**src/rtl/exec_pkg.sv**
```systemverilog
// constants, opcodes and states shared by the execution unit and its stack
// assumes instruction decode has already mapped opcode bits onto op_t
package exec_pkg;
  localparam int         DATA_WIDTH       = 8;
  localparam int         PC_WIDTH         = 11;
  localparam int         JUMP_FIELD_WIDTH = 10;
  localparam int         REG_ADDR_WIDTH   = 6;
  localparam int         BIT_INDEX_WIDTH  = 3;
  localparam int         UPPER_PC_BIT     = 2;
  localparam int         NIBBLE_WIDTH     = 4;
  localparam int         STACK_DEPTH      = 5;
  localparam logic [10:0] RESET_PC        = 11'h000;
  localparam logic [10:0] SWI_VECTOR      = 11'h002;
  localparam logic [10:0] PC_STEP         = 11'h001;
  localparam logic [10:0] PC_SKIP_STEP    = 11'h002;
  localparam logic [7:0]  RESET_DATA      = 8'h00;
  localparam logic [7:0]  BIT_ONE         = 8'h01;
  localparam int         CYCLES_BRANCH    = 2;
  localparam int         CYCLES_SKIP      = 2;
  localparam int         CYCLES_SWI_LONG  = 3;
  localparam int         CYCLES_SWI_SHORT = 2;

  typedef enum logic [4:0] {
    no_op,
    rotate_right_carry_op,
    nibble_exchange_op,
    load_immediate_acc_op,
    add_immediate_op,
    subtract_immediate_op,
    and_immediate_op,
    or_immediate_op,
    xor_immediate_op,
    return_with_literal_op,
    call_op,
    jump_op,
    add_with_carry_reg_op,
    add_register_op,
    skip_op,
    soft_interrupt_op,
    bit_clear_op,
    bit_set_op
  } op_t;

  typedef enum logic [1:0] {
    st_run,
    st_wait_first,
    st_wait_last
  } state_t;
endpackage

```
**src/rtl/stack_if.sv**
```systemverilog
// push/pop carrier between the execution unit and the return stack
// assumes one push or one pop per clock, never both
`timescale 1ns/100ps
`default_nettype none
interface stack_if;
  logic        push;
  logic        pop;
  logic [10:0] push_data;
  logic [10:0] top;
  modport user  (output push, output pop, output push_data, input top);
  modport store (input push, input pop, input push_data, output top);
endinterface
`default_nettype wire

```
**src/rtl/return_stack.sv**
```systemverilog
// five entry hardware return stack, shifting, top held in a register
// assumes the core never pushes and pops in one cycle; overflow drops the oldest
`timescale 1ns/100ps
`default_nettype none
module return_stack
  import exec_pkg::*;
(
  // clock and reset
  input  wire logic i_clk,
  input  wire logic i_reset_n,
  // stack port
  stack_if.store    stk
);
  logic [PC_WIDTH-1:0] entry      [STACK_DEPTH];
  logic [PC_WIDTH-1:0] next_entry [STACK_DEPTH];

  genvar g;
  generate
    for (g = 0; g < STACK_DEPTH; g++) begin : g_entry
      always_comb begin
        next_entry[g] = entry[g];
        if (stk.push) begin
          next_entry[g] = (g == 0) ? stk.push_data : entry[(g == 0) ? 0 : g - 1];
        end else if (stk.pop) begin
          next_entry[g] = entry[(g == STACK_DEPTH - 1) ? g : g + 1];
        end
      end
      always_ff @(posedge i_clk or negedge i_reset_n) begin
        if (!i_reset_n) begin
          entry[g] <= RESET_PC;
        end else begin
          entry[g] <= next_entry[g];
        end
      end
    end
  endgenerate

  assign stk.top = entry[0];
endmodule
`default_nettype wire

```
**src/rtl/immediate_branch_alu_exec.sv**
```systemverilog
// execution unit: immediate and register arithmetic, rotate, swap, bit ops,
// branches, skips and software interrupt with cycle accounting
// assumes register read data and opcode fields arrive on this clock, aligned
// with i_instr_valid; the fetch path holds while o_busy is high
`timescale 1ns/100ps
`default_nettype none
module immediate_branch_alu_exec
  import exec_pkg::*;
#(
  parameter bit LONG_SWI = 1'b1
) (
  // clock and reset
  input  wire logic                       i_clk,
  input  wire logic                       i_reset_n,
  // decoded instruction
  input  wire logic                       i_instr_valid,
  input  wire exec_pkg::op_t              i_opcode,
  input  wire logic [7:0]                 i_imm,
  input  wire logic [9:0]                 i_jump_addr,
  input  wire logic [5:0]                 i_reg_addr,
  input  wire logic [2:0]                 i_bit_index,
  input  wire logic                       i_dest_sel,
  input  wire logic                       i_skip_cond,
  // operands from surrounding core
  input  wire logic [7:0]                 i_reg_rdata,
  input  wire logic [7:0]                 i_upper_buffer,
  // sequencing
  output logic                            o_busy,
  output logic [10:0]                     o_pc,
  // accumulator and status
  output logic [7:0]                      o_acc,
  output logic                            o_carry,
  output logic                            o_digit_carry,
  output logic                            o_zero,
  // register file write
  output logic                            o_reg_we,
  output logic [5:0]                      o_reg_addr,
  output logic [7:0]                      o_reg_wdata
);
  localparam int SWI_CYCLES = LONG_SWI ? CYCLES_SWI_LONG : CYCLES_SWI_SHORT;

  state_t              state;
  state_t              next_state;
  logic                busy;
  logic                next_busy;
  logic [PC_WIDTH-1:0] pc;
  logic [PC_WIDTH-1:0] next_pc;
  logic [7:0]          acc;
  logic [7:0]          next_acc;
  logic                carry;
  logic                next_carry;
  logic                digit_carry;
  logic                next_digit_carry;
  logic                zero;
  logic                next_zero;
  logic                reg_we;
  logic                next_reg_we;
  logic [5:0]          reg_addr;
  logic [5:0]          next_reg_addr;
  logic [7:0]          reg_wdata;
  logic [7:0]          next_reg_wdata;

  // shared adder
  logic [7:0]          add_a;
  logic [7:0]          add_b;
  logic                add_cin;
  logic [8:0]          add_sum;
  logic [4:0]          add_low;
  logic [7:0]          result;
  logic [7:0]          bit_mask;
  logic                take;

  stack_if stk ();

  return_stack u_stack (
    .i_clk     (i_clk),
    .i_reset_n (i_reset_n),
    .stk       (stk)
  );

  assign take = i_instr_valid && (state == st_run);

  always_comb begin
    add_a   = acc;
    add_b   = i_reg_rdata;
    add_cin = 1'b0;
    case (i_opcode)
      add_immediate_op: begin
        add_b = i_imm;
      end
      subtract_immediate_op: begin
        // immediate plus inverted accumulator plus one
        add_a   = i_imm;
        add_b   = ~acc;
        add_cin = 1'b1;
      end
      add_with_carry_reg_op: begin
        add_cin = carry;
      end
      default: begin
        add_b = i_reg_rdata;
      end
    endcase
    add_sum  = {1'b0, add_a} + {1'b0, add_b} + {8'h00, add_cin};
    add_low  = {1'b0, add_a[3:0]} + {1'b0, add_b[3:0]} + {4'h0, add_cin};
    bit_mask = BIT_ONE << i_bit_index;
  end

  always_comb begin
    next_state       = st_run;
    next_pc          = pc;
    next_acc         = acc;
    next_carry       = carry;
    next_digit_carry = digit_carry;
    next_zero        = zero;
    next_reg_we      = 1'b0;
    next_reg_addr    = reg_addr;
    next_reg_wdata   = reg_wdata;
    result           = RESET_DATA;
    stk.push         = 1'b0;
    stk.pop          = 1'b0;
    stk.push_data    = 11'(pc + PC_STEP);
    case (state)
      st_wait_first: begin
        next_state = st_wait_last;
      end
      st_wait_last: begin
        next_state = st_run;
      end
      default: begin
        if (take) begin
          next_pc       = 11'(pc + PC_STEP);
          next_reg_addr = i_reg_addr;
          case (i_opcode)
            rotate_right_carry_op: begin
              result     = {carry, i_reg_rdata[7:1]};
              next_carry = i_reg_rdata[0];
            end
            nibble_exchange_op: begin
              result = {i_reg_rdata[3:0], i_reg_rdata[7:4]};
            end
            load_immediate_acc_op: begin
              next_acc = i_imm;
            end
            add_immediate_op, subtract_immediate_op: begin
              next_acc         = add_sum[7:0];
              next_carry       = add_sum[8];
              next_digit_carry = add_low[4];
              next_zero        = (add_sum[7:0] == RESET_DATA);
            end
            and_immediate_op: begin
              next_acc  = acc & i_imm;
              next_zero = ((acc & i_imm) == RESET_DATA);
            end
            or_immediate_op: begin
              next_acc  = acc | i_imm;
              next_zero = ((acc | i_imm) == RESET_DATA);
            end
            xor_immediate_op: begin
              next_acc  = acc ^ i_imm;
              next_zero = ((acc ^ i_imm) == RESET_DATA);
            end
            return_with_literal_op: begin
              next_acc   = i_imm;
              next_pc    = stk.top;
              stk.pop    = 1'b1;
              next_state = (CYCLES_BRANCH == 3) ? st_wait_first : st_wait_last;
            end
            call_op: begin
              stk.push   = 1'b1;
              next_pc    = {i_upper_buffer[UPPER_PC_BIT], i_jump_addr};
              next_state = (CYCLES_BRANCH == 3) ? st_wait_first : st_wait_last;
            end
            jump_op: begin
              next_pc    = {i_upper_buffer[UPPER_PC_BIT], i_jump_addr};
              next_state = (CYCLES_BRANCH == 3) ? st_wait_first : st_wait_last;
            end
            add_with_carry_reg_op, add_register_op: begin
              result           = add_sum[7:0];
              next_carry       = add_sum[8];
              next_digit_carry = add_low[4];
              next_zero        = (add_sum[7:0] == RESET_DATA);
            end
            skip_op: begin
              if (i_skip_cond) begin
                // skipped word is not executed, one extra cycle
                next_pc    = 11'(pc + PC_SKIP_STEP);
                next_state = (CYCLES_SKIP == 3) ? st_wait_first : st_wait_last;
              end
            end
            soft_interrupt_op: begin
              stk.push   = 1'b1;
              next_pc    = SWI_VECTOR;
              next_state = (SWI_CYCLES == 3) ? st_wait_first : st_wait_last;
            end
            bit_clear_op: begin
              next_reg_we    = 1'b1;
              next_reg_wdata = i_reg_rdata & ~bit_mask;
            end
            bit_set_op: begin
              next_reg_we    = 1'b1;
              next_reg_wdata = i_reg_rdata | bit_mask;
            end
            default: begin
              next_pc = 11'(pc + PC_STEP);
            end
          endcase
          // rotate, swap and register add operations route by destination bit
          if (i_opcode inside {rotate_right_carry_op, nibble_exchange_op,
                               add_with_carry_reg_op, add_register_op}) begin
            if (i_dest_sel) begin
              next_reg_we    = 1'b1;
              next_reg_wdata = result;
            end else begin
              next_acc = result;
            end
          end
        end
      end
    endcase
    next_busy = (next_state != st_run);
  end

  always_ff @(posedge i_clk or negedge i_reset_n) begin
    if (!i_reset_n) begin
      state       <= st_run;
      busy        <= 1'b0;
      pc          <= RESET_PC;
      acc         <= RESET_DATA;
      carry       <= 1'b0;
      digit_carry <= 1'b0;
      zero        <= 1'b0;
      reg_we      <= 1'b0;
      reg_addr    <= 6'h00;
      reg_wdata   <= RESET_DATA;
    end else begin
      state       <= next_state;
      busy        <= next_busy;
      pc          <= next_pc;
      acc         <= next_acc;
      carry       <= next_carry;
      digit_carry <= next_digit_carry;
      zero        <= next_zero;
      reg_we      <= next_reg_we;
      reg_addr    <= next_reg_addr;
      reg_wdata   <= next_reg_wdata;
    end
  end

  assign o_busy        = busy;
  assign o_pc          = pc;
  assign o_acc         = acc;
  assign o_carry       = carry;
  assign o_digit_carry = digit_carry;
  assign o_zero        = zero;
  assign o_reg_we      = reg_we;
  assign o_reg_addr    = reg_addr;
  assign o_reg_wdata   = reg_wdata;

  // helper values for checks
  logic [7:0] chk_add_imm;
  logic [8:0] chk_sub_imm;
  assign chk_add_imm = 8'(acc + i_imm);
  assign chk_sub_imm = {1'b0, i_imm} + {1'b0, ~acc} + 9'h001;

  a_rotate_right: assert property (
    @(posedge i_clk) disable iff (!i_reset_n)
    take && i_opcode == rotate_right_carry_op && !i_dest_sel |=>
      o_acc == {$past(carry), $past(i_reg_rdata[7:1])} && o_carry == $past(i_reg_rdata[0]))
    else $error("rotate right result wrong");

  a_swap_flags: assert property (
    @(posedge i_clk) disable iff (!i_reset_n)
    take && i_opcode == nibble_exchange_op && i_dest_sel |=>
      $stable(o_carry) && $stable(o_zero) && $stable(o_digit_carry) && o_reg_we &&
      o_reg_wdata == {$past(i_reg_rdata[3:0]), $past(i_reg_rdata[7:4])})
    else $error("nibble swap wrong or flags moved");

  a_load_imm: assert property (
    @(posedge i_clk) disable iff (!i_reset_n)
    take && i_opcode == load_immediate_acc_op |=>
      o_acc == $past(i_imm) && $stable(o_zero) && $stable(o_carry) && !o_busy)
    else $error("load immediate wrong");

  a_add_imm: assert property (
    @(posedge i_clk) disable iff (!i_reset_n)
    take && i_opcode == add_immediate_op |=>
      o_acc == $past(chk_add_imm) && o_zero == (o_acc == 8'h00))
    else $error("add immediate wrong");

  a_sub_borrow: assert property (
    @(posedge i_clk) disable iff (!i_reset_n)
    take && i_opcode == subtract_immediate_op |=>
      o_acc == $past(chk_sub_imm[7:0]) && o_carry == $past(i_imm >= acc))
    else $error("subtract immediate or borrow wrong");

  a_logic_zero: assert property (
    @(posedge i_clk) disable iff (!i_reset_n)
    take && i_opcode inside {and_immediate_op, or_immediate_op, xor_immediate_op} |=>
      $stable(o_carry) && $stable(o_digit_carry) && o_zero == (o_acc == 8'h00))
    else $error("immediate logic flags wrong");

  a_jump_target: assert property (
    @(posedge i_clk) disable iff (!i_reset_n)
    take && (i_opcode == jump_op || i_opcode == call_op) |=>
      o_pc == {$past(i_upper_buffer[2]), $past(i_jump_addr)} && o_busy ##1 !o_busy)
    else $error("branch target or length wrong");

  a_call_return: assert property (
    @(posedge i_clk) disable iff (!i_reset_n)
    take && i_opcode == call_op ##2 take && i_opcode == return_with_literal_op |=>
      o_pc == 11'($past(pc, 3) + 11'h001) && o_busy)
    else $error("call return address wrong");

  a_skip_cycles: assert property (
    @(posedge i_clk) disable iff (!i_reset_n)
    take && i_opcode == skip_op |=> o_busy == $past(i_skip_cond))
    else $error("skip cycle count wrong");

  a_swi_cycles: assert property (
    @(posedge i_clk) disable iff (!i_reset_n)
    take && i_opcode == soft_interrupt_op |=>
      o_pc == 11'h002 && o_busy ##1 (o_busy == LONG_SWI) ##1 (!LONG_SWI || !o_busy))
    else $error("software interrupt cycle count wrong");

  a_dest_route: assert property (
    @(posedge i_clk) disable iff (!i_reset_n)
    take && i_opcode == add_register_op |=>
      o_reg_we == $past(i_dest_sel) && o_reg_addr == $past(i_reg_addr))
    else $error("destination routing wrong");
endmodule
`default_nettype wire

```
**config.mk**
```make
export PLATFORM = sky130hd
export DESIGN_NAME = immediate_branch_alu_exec
export DESIGN_NICKNAME = d
export VERILOG_FILES = /design/src/rtl/exec_pkg.sv /design/src/rtl/stack_if.sv /design/src/rtl/return_stack.sv /design/src/rtl/immediate_branch_alu_exec.sv
export SDC_FILE = /design/constraint.sdc
export NUM_CORES = 1
export LEC_CHECK = 0
export BUFFER_PORTS_ARGS = -buffer_cell sky130_fd_sc_hd__buf_4
export CORE_ASPECT_RATIO = 0.75
export CORE_MARGIN = 2
export CORE_UTILIZATION = 45
export DETAILED_ROUTE_END_ITERATION = 10
export PLACE_DENSITY = 0.67
export SYNTH_ARGS = -nofsm -noshare
export SYNTH_HDL_FRONTEND = slang
export SYNTH_SLANG_ARGS = --single-unit
```
**constraint.sdc**
```tcl
create_clock -name i_clk -period 8 [get_ports i_clk]
set_clock_uncertainty 0.2 [all_clocks]
set_input_delay 0 -clock i_clk [delete_from_list [all_inputs] [get_ports i_clk]]
set_output_delay 0 -clock i_clk [all_outputs]
set_load 0.05 [all_outputs]
```
==> metrics.yaml, run 1 <==
sta:
  max_slew.worst_pin.slew_ns: 1.13
  setup_tns_ns: 0
  drv_slew: 0
  finalCritPeriodShare_pct: 68.8
  slew_headroom_pct: 24.5
  min_period_ns: 5.50
  rsz0062_at_grt: "no"
  fmax_ghz: 0.182
  setup_viol: 0
  hold_viol_final: 0
placement:
  numPortBuffers: 83
  place.gp.congestion: 1.01
  dpl.hpwl_um: 14600
  placed_area_um2: 7420
final_layout:
  final_cell_mix: "169 x nand2_1, 95 x dfrtp_1, 93 x buf_4, 77 x nor2_1, 36 x dlygate4sd3_1"
  post-route-cell-area_um2: 8100
  layout_commonest_cell: "nand2_1"
  layout-drive-gt1-share_pct: 15.1
  fill_cells: 1376
  nets: 986
  area_delta_synth_final_pct: 20.2
critical_path:
  crit_chain: "dlygate4sd3_1 > buf_4 > nor4b_4 > buf_4 > nand2_1 > nand2_1 > o21ai_0 > fa_1 > fa_1 > a211oi_1 > nor4b_1 > nand3b_1 > a222oi_1 > dlygate4sd3_1 > o221ai_1 > dlygate4sd3_1"
  cp_top_family: "buffers and inverters"
  crit_required_ns: 8.04
  r2r_cells: 13
  worstPathArrival_ns: 5.54
  cp-end-kind: "flop"
  worstSetupEndpoint: "o_reg_wdata[6]"
  path_buf_inv: 5
  path_common_cell: "dlygate4sd3_1"
  r2r-start: "o_carry"
  cp-start-kind: "input pin"
  cpPeakStageDelay_ns: 0.66
  startpoint: "i_opcode[1]"
  path_max_fanout: 20
  cp.depth: 16
  r2r_slack_ns: 3.36
  path_class: "input pin to flop"
  slowest_stage: "dlygate4sd3_1"
  r2r_end: "o_reg_wdata[6]"
cts:
  clock_sinks: 95
  clk_latency_ns: 0.36
  clk_pin_slew_worst_paths_ns: 0.07
  cts_buffers: 9
  cts_tree: "done"
  root_buffer: "clkbuf_16"
  cts_resized: 0
  h-tree-depth: 3
  cts_buffer_depth: 2
synthesis:
  synthXorXnorAreaFrac_pct: 2.34
  synth-seq-cells: 95
  synth_cells: 821
  avgSynthCellArea_um2: 8.21
  synth_top_family_by_area: "simple AND/OR/NAND/NOR gates"
  synth_fa_ha_area_share_pct: 5.61
  synth_ff_type: "dfrtp_1"
  synth_simple_gate_area_share_pct: 26.2
  muxShareOfSynthArea_pct: 2.15
  synth_area_um2: 6740
  synth_edf_count: 0
  ys_types: 80
  yosys_warnings: 0
  ys_seq_area_share_pct: 35.3
  synth_nets: 903
  synth_compound_area_share_pct: 22.6
  synthArstFlopShare_pct: 100
floorplan:
  die_h_um: 110
  coreArea_um2: 14500
  initial_core_util_pct: 46.3
  rows: 38
  design.die.area_um2: 16000
  die_width_um: 145
  io_pins: 91
hold_path:
  hold_path_class: "input pin to flop"
  min_from: "i_skip_cond"
global_routing:
  antenna_found_initial: 1
  grt_max_degree: 73
  grt_use_total_pct: 26.7
  grt_pass1_vias: 6081
  grt_pass1_wl_um: 33300
  grt.overflow.total: 0
route:
  firstDrtPassIters: 6
  antenna_left: 0
  first_iter_violations: 694
  vias_per_cell: 5.96
  vias: 6608
  wl_per_cell_um: 19.0
  drc: 0
  drt_wl_total_um: 21100
power:
  peakVddDrop_uv: 126
  power_density_nw_per_um2: 262
  leakagePower_nw: 3.63
outcome:
  status: "finished, final reports clean"
job:
  maxCapViolCount: 0
tightest hold or removal path, cell delays in order:
cell	delay, ns
buf_4	0.14
nand3_2	0.17
a21oi_1	0.09
a21oi_1	0.13
kinds of logic after synthesis:
kind of cell               Yosys count
and+or+nand+nor                    362
AOI/OAI and AO/OA                  216
muxes                               14
xor gates and xnor gates            18
DFF                                 95
buffers and inverters               87
adders and majority gates           29
per-stage QoR:
stage               std cells  hold WS [ns]  utilization, %  power [mW]  setup slack [ns]
floorplan                 821        -0.496               -        1.37              4.55
global placement         1056        -0.256            51.0        1.64              3.80
detailed placement       1056        -0.254            51.0        1.65              3.74
CTS                      1108       0.00921            55.7        2.11              2.67
global route             1108        0.0732            55.7        2.25              2.35
finish                   1109        0.0217            55.7        2.12              2.50
worst min-delay path by stage:
stage / end / slack [ns] / cells after the start
global placement: o_reg_addr[1] / -0.26 / 1
global route: o_acc[7] / 0.07 / 4
finish: o_pc[0] / 0.02 / 4
CTS: o_pc[2] / 0.009 / 5
floorplan: o_acc[0] / -0.50 / 0
detailed placement: o_reg_addr[1] / -0.25 / 1
where the power goes:
group	internal, mW	switching, mW	total (mW)
combinational	0.332	0.543	0.875
sequential	0.634	0.176	0.810
clock	0.242	0.198	0.441
Yosys cell counts, drive strengths merged, types with 3 or more instances:
cell type,n,area (um2)
nand2,169,634
a21o,10,82.6
a211oi,9,67.6
nand2b,6,37.5
dfrtp,95,2380
a22oi,18,140
o21ai,35,179
xor2,6,52.6
a222oi,5,50.1
and3,3,18.8
nor2,77,289
a31oi,33,206
or2,3,18.8
a221oi,10,87.6
nand3,27,140
buf,28,169
o31ai,5,37.5
o22ai,6,37.5
and2,5,31.3
ha,27,338
nor4,4,25.0
nor3,11,60.1
mux2,4,45.0
mux2i,10,100
nor2b,5,31.3
nor3b,9,93.9
xnor2,12,105
nand4,14,87.6
and3b,4,35.0
o221ai,9,78.8
clkbuf,30,114
a32oi,6,60.1
nand3b,6,45.0
o211ai,3,27.5
o2111ai,4,35.0
a21oi,33,169
o21a,6,45.0
or3,5,31.3
a22o,5,43.8
nor4b,4,71.3
inv,29,109
a221o,5,50.1
timing repair:
item,4_1_cts,5_1_grt
hold endpoints to repair,61,0
setup buffers,0,0
hold buffers,37,0
registers in the layout, indices dropped and copies added (netlist names):
register / cells
o_acc: 8
o_busy: 1
o_carry: 1
o_digit_carry: 1
o_pc: 11
o_reg_addr: 6
o_reg_wdata: 8
o_reg_we: 1
o_zero: 1
state: 2
u_stack.entry: 44
u_stack.stk.top: 11
layer usage:
metal  track usage (%)  share of wire, %  vias to the layer above
met3              9.05                11                       30
met4              6.79               1.6                        0
met1              40.3                49                     3128
met5                 0                 0                        -
li1                  -                 -                     3142
met2              35.9                39                      308
cell type report:
type / count / area [um2] / area share, %
multi-input cells: 639 / 3990 / 49.2
flip-flops and latches: 95 / 2380 / 29.3
repair buffers: 130 / 1080 / 13.3
well taps: 200 / 250 / 3.09
clock buffers: 9 / 225 / 2.78
inverters: 29 / 109 / 1.34
clock inverters: 6 / 70.1 / 0.865
diodes: 1 / 2.50 / 0.0309
Power figures use the tool's default switching activity.
==> inputs of run 2 (changes only) <==
- ABC_AREA: default -> 1
- clock period: 8 -> 5.6 ns (I/O delays scaled with it)
==> metrics.yaml, run 2 <==
synthesis:
  synth_nets: 1002
  ys_types: 49
  ys_top_cells_by_count: "263 x nand2_1, 117 x inv_1, 95 x dfrtp_1, 89 x nand3_1, 74 x nor2_1"
  synth_area_leaders: "dfrtp_1 36%, nand2_1 15%, nand3_1 6.8%"
  ys_seq_area_share_pct: 36.1
  synth_area_um2: 6580
  yosys_warnings: 0
  synth_cells: 920
  synth.most_common_cell: "nand2_1"
  synth_edf_count: 0
  avgSynthCellArea_um2: 7.15
  synth_ff_type: "dfrtp_1"
  yosys.area.top_type_share_pct: 36.1
  synth_area_leader_cell: "dfrtp_1"
  synthArstFlopShare_pct: 100
  synth-seq-cells: 95
sta:
  setup_viol: 0
  worst_slack_ns: 1.35
  finalCritPeriodShare_pct: 75.9
  slew_headroom_pct: 28.6
  max_slew.worst_pin.slew_ns: 1.07
  drv_slew: 0
  min_period_ns: 4.25
  setup_tns_ns: 0
  hold_viol_final: 0
  rsz0062_at_grt: "no"
  fmax_ghz: 0.235
critical_path:
  path_buf_inv: 5
  crit_chain: "dlygate4sd3_1 > buf_4 > nand2_1 > nor2_2 > inv_1 > nor2_1 > a221oi_1 > fa_1 > fa_1 > nand2_1 > inv_1 > nor2_1 > nand2_1 > o211ai_1 > o21ai_0 > o21ai_1 > dlygate4sd3_1"
  cp-end-kind: "flop"
  slowest_stage: "dlygate4sd3_1"
  path_class: "input pin to flop"
  r2r_end: "u_stack.stk.top[10]"
  cp_top_family: "buffers and inverters"
  cp-start-kind: "input pin"
  r2r_cells: 13
  r2r_slack_ns: 1.80
  r2r-start: "state[0]"
  worstPathArrival_ns: 4.33
  cpPeakStageDelay_ns: 0.57
  path_max_fanout: 18
  crit_required_ns: 5.68
  path_common_cell: "nand2_1"
final_layout:
  final_cell_mix: "263 x nand2_1, 117 x inv_1, 95 x dfrtp_1, 89 x nand3_1, 88 x buf_4"
  layout_commonest_cell: "nand2_1"
  layout-drive-gt1-share_pct: 13.3
  multi_input_area_um2: 3570
  regMostFlops: "u_stack.entry"
  ff_latch_area_um2: 2380
  num_antenna_cells: 0
  fill_cells: 1426
  area_delta_synth_final_pct: 22.1
  largest_register_ffs: 44
  nets: 1113
route:
  firstDrtPassIters: 5
  drt_wl_total_um: 20700
  wl_per_cell_um: 16.8
  vias_per_cell: 5.37
  first_iter_violations: 689
  antenna_left: 0
  vias: 6638
  drc: 0
floorplan:
  rows: 38
  io_pins: 91
  die_width_um: 144
  die_h_um: 109
  design.die.area_um2: 15600
  coreArea_um2: 14400
  initial_core_util_pct: 45.8
global_routing:
  grt_pass1_vias: 5946
  antenna_found_initial: 0
  grt.overflow.total: 0
  grt_max_degree: 54
  grt_pass1_wl_um: 32500
  grt_use_total_pct: 27.2
placement:
  dpl.hpwl_um: 15100
  place.gp.congestion: 1.01
  numPortBuffers: 83
  post-place-ws_ns: 1.85
cts:
  cts_buffers: 9
  clk_pin_slew_worst_paths_ns: 0.06
  clock_sinks: 95
  clk_latency_ns: 0.34
  cts_buffer_depth: 2
  h-tree-depth: 3
  post_cts_buffers: 0
  cts_tree: "done"
  root_buffer: "clkbuf_16"
power:
  power_density_nw_per_um2: 357
  leakagePower_nw: 4.00
  peakVddDrop_uv: 175
  p_total_mw: 2.87
outcome:
  status: "finished, final reports clean"
hold_path:
  min_to: "o_acc[1]"
  hold_path_class: "input pin to flop"
  hold_path_depth: 7
  min_from: "i_reg_rdata[5]"
job:
  maxCapViolCount: 0
==> run 2: how the worst max path moves through the flow <==
stage | from | to | cells after the start
after global routing | i_opcode[0] | o_acc[2] | 17
after global placement | i_opcode[4] | o_zero | 15
after CTS | i_opcode[0] | o_acc[2] | 17
final | i_opcode[0] | o_acc[2] | 17
after detailed placement | i_opcode[4] | o_zero | 15
after floorplan | o_acc[0] | o_zero | 13
==> run 2: cell families (layout without fill, tap and decap cells) <==
| kind of cell | count (synthesis) | count (layout) | synth area share (%) |
|---|---|---|---|
| AOI/OAI and AO/OA | 159 | 159 | 16.0 |
| xor gates and xnor gates | 9 | 9 | 1.20 |
| adders and majority gates | 29 | 29 | 5.74 |
| buffers and inverters | 153 | 268 | 9.64 |
| DFF | 95 | 95 | 36.1 |
| muxes | 5 | 5 | 0.855 |
| and+or+nand+nor | 470 | 470 | 30.4 |
==> run 2: repair_timing <==
action | CTS | global route
hold buffers | 43 | 0
gates resized for setup | 0 | 0
endpoints found under the setup margin | 0 | 0
hold endpoints to repair | 83 | 0
==> run 2: power by group <==
part / internal [mW] / leakage, nW / total (mW) / switching, mW
clock network: 0.345 / 0.135 / 0.606 / 0.261
logic: 0.421 / 2.66 / 1.19 / 0.768
registers: 0.894 / 1.21 / 1.07 / 0.178
total: 1.66 / 4.00 / 2.87 / 1.21
==> run 2: metrics by stage <==
stage | std cells | cell area, um2 | util [%] | hold WS [ns]
global placement | 1177 | 7320 | 51.0 | -0.118
detailed placement | 1177 | 7320 | 51.0 | -0.117
finish | 1235 | 8040 | 56.0 | 0.0183
CTS | 1235 | 8040 | 56.0 | 0.00512
floorplan | 920 | 6580 | - | -0.496
global route | 1235 | 8040 | 56.0 | 0.0455
==> run 2: worst reg2reg max path, cell delays in order, from the launching register on <==
cell and delay (ns):
dfrtp_1 0.35, inv_1 0.06, ha_1 0.30, inv_1 0.05, nand3_2 0.05, buf_4 0.36, inv_1 0.11, buf_4 0.24
nand3_1 0.17, nand2_4 0.33, nor2_4 0.73, inv_2 0.43, o22ai_1 0.25, nor2_1 0.07
==> run 2: per-layer routing <==
| layer | up-vias | global-route usage, % | part of all wire [%] |
|---|---|---|---|
| met5 | - | 0 | 0 |
| met2 | 284 | 35.1 | 38 |
| met1 | 3068 | 43.3 | 49 |
| met3 | 14 | 9.75 | 11 |
| li1 | 3272 | - | - |
| met4 | 0 | 3.85 | 0.99 |
==> run 2: area by class of cell <==
type,instances,share of cell area [%]
flip-flops and latches,95,29.6
clock inverters,5,0.732
inverters,122,5.73
repair buffers,131,13.6
multi-input cells,672,44.4
well taps,200,3.11
clock buffers,10,2.85
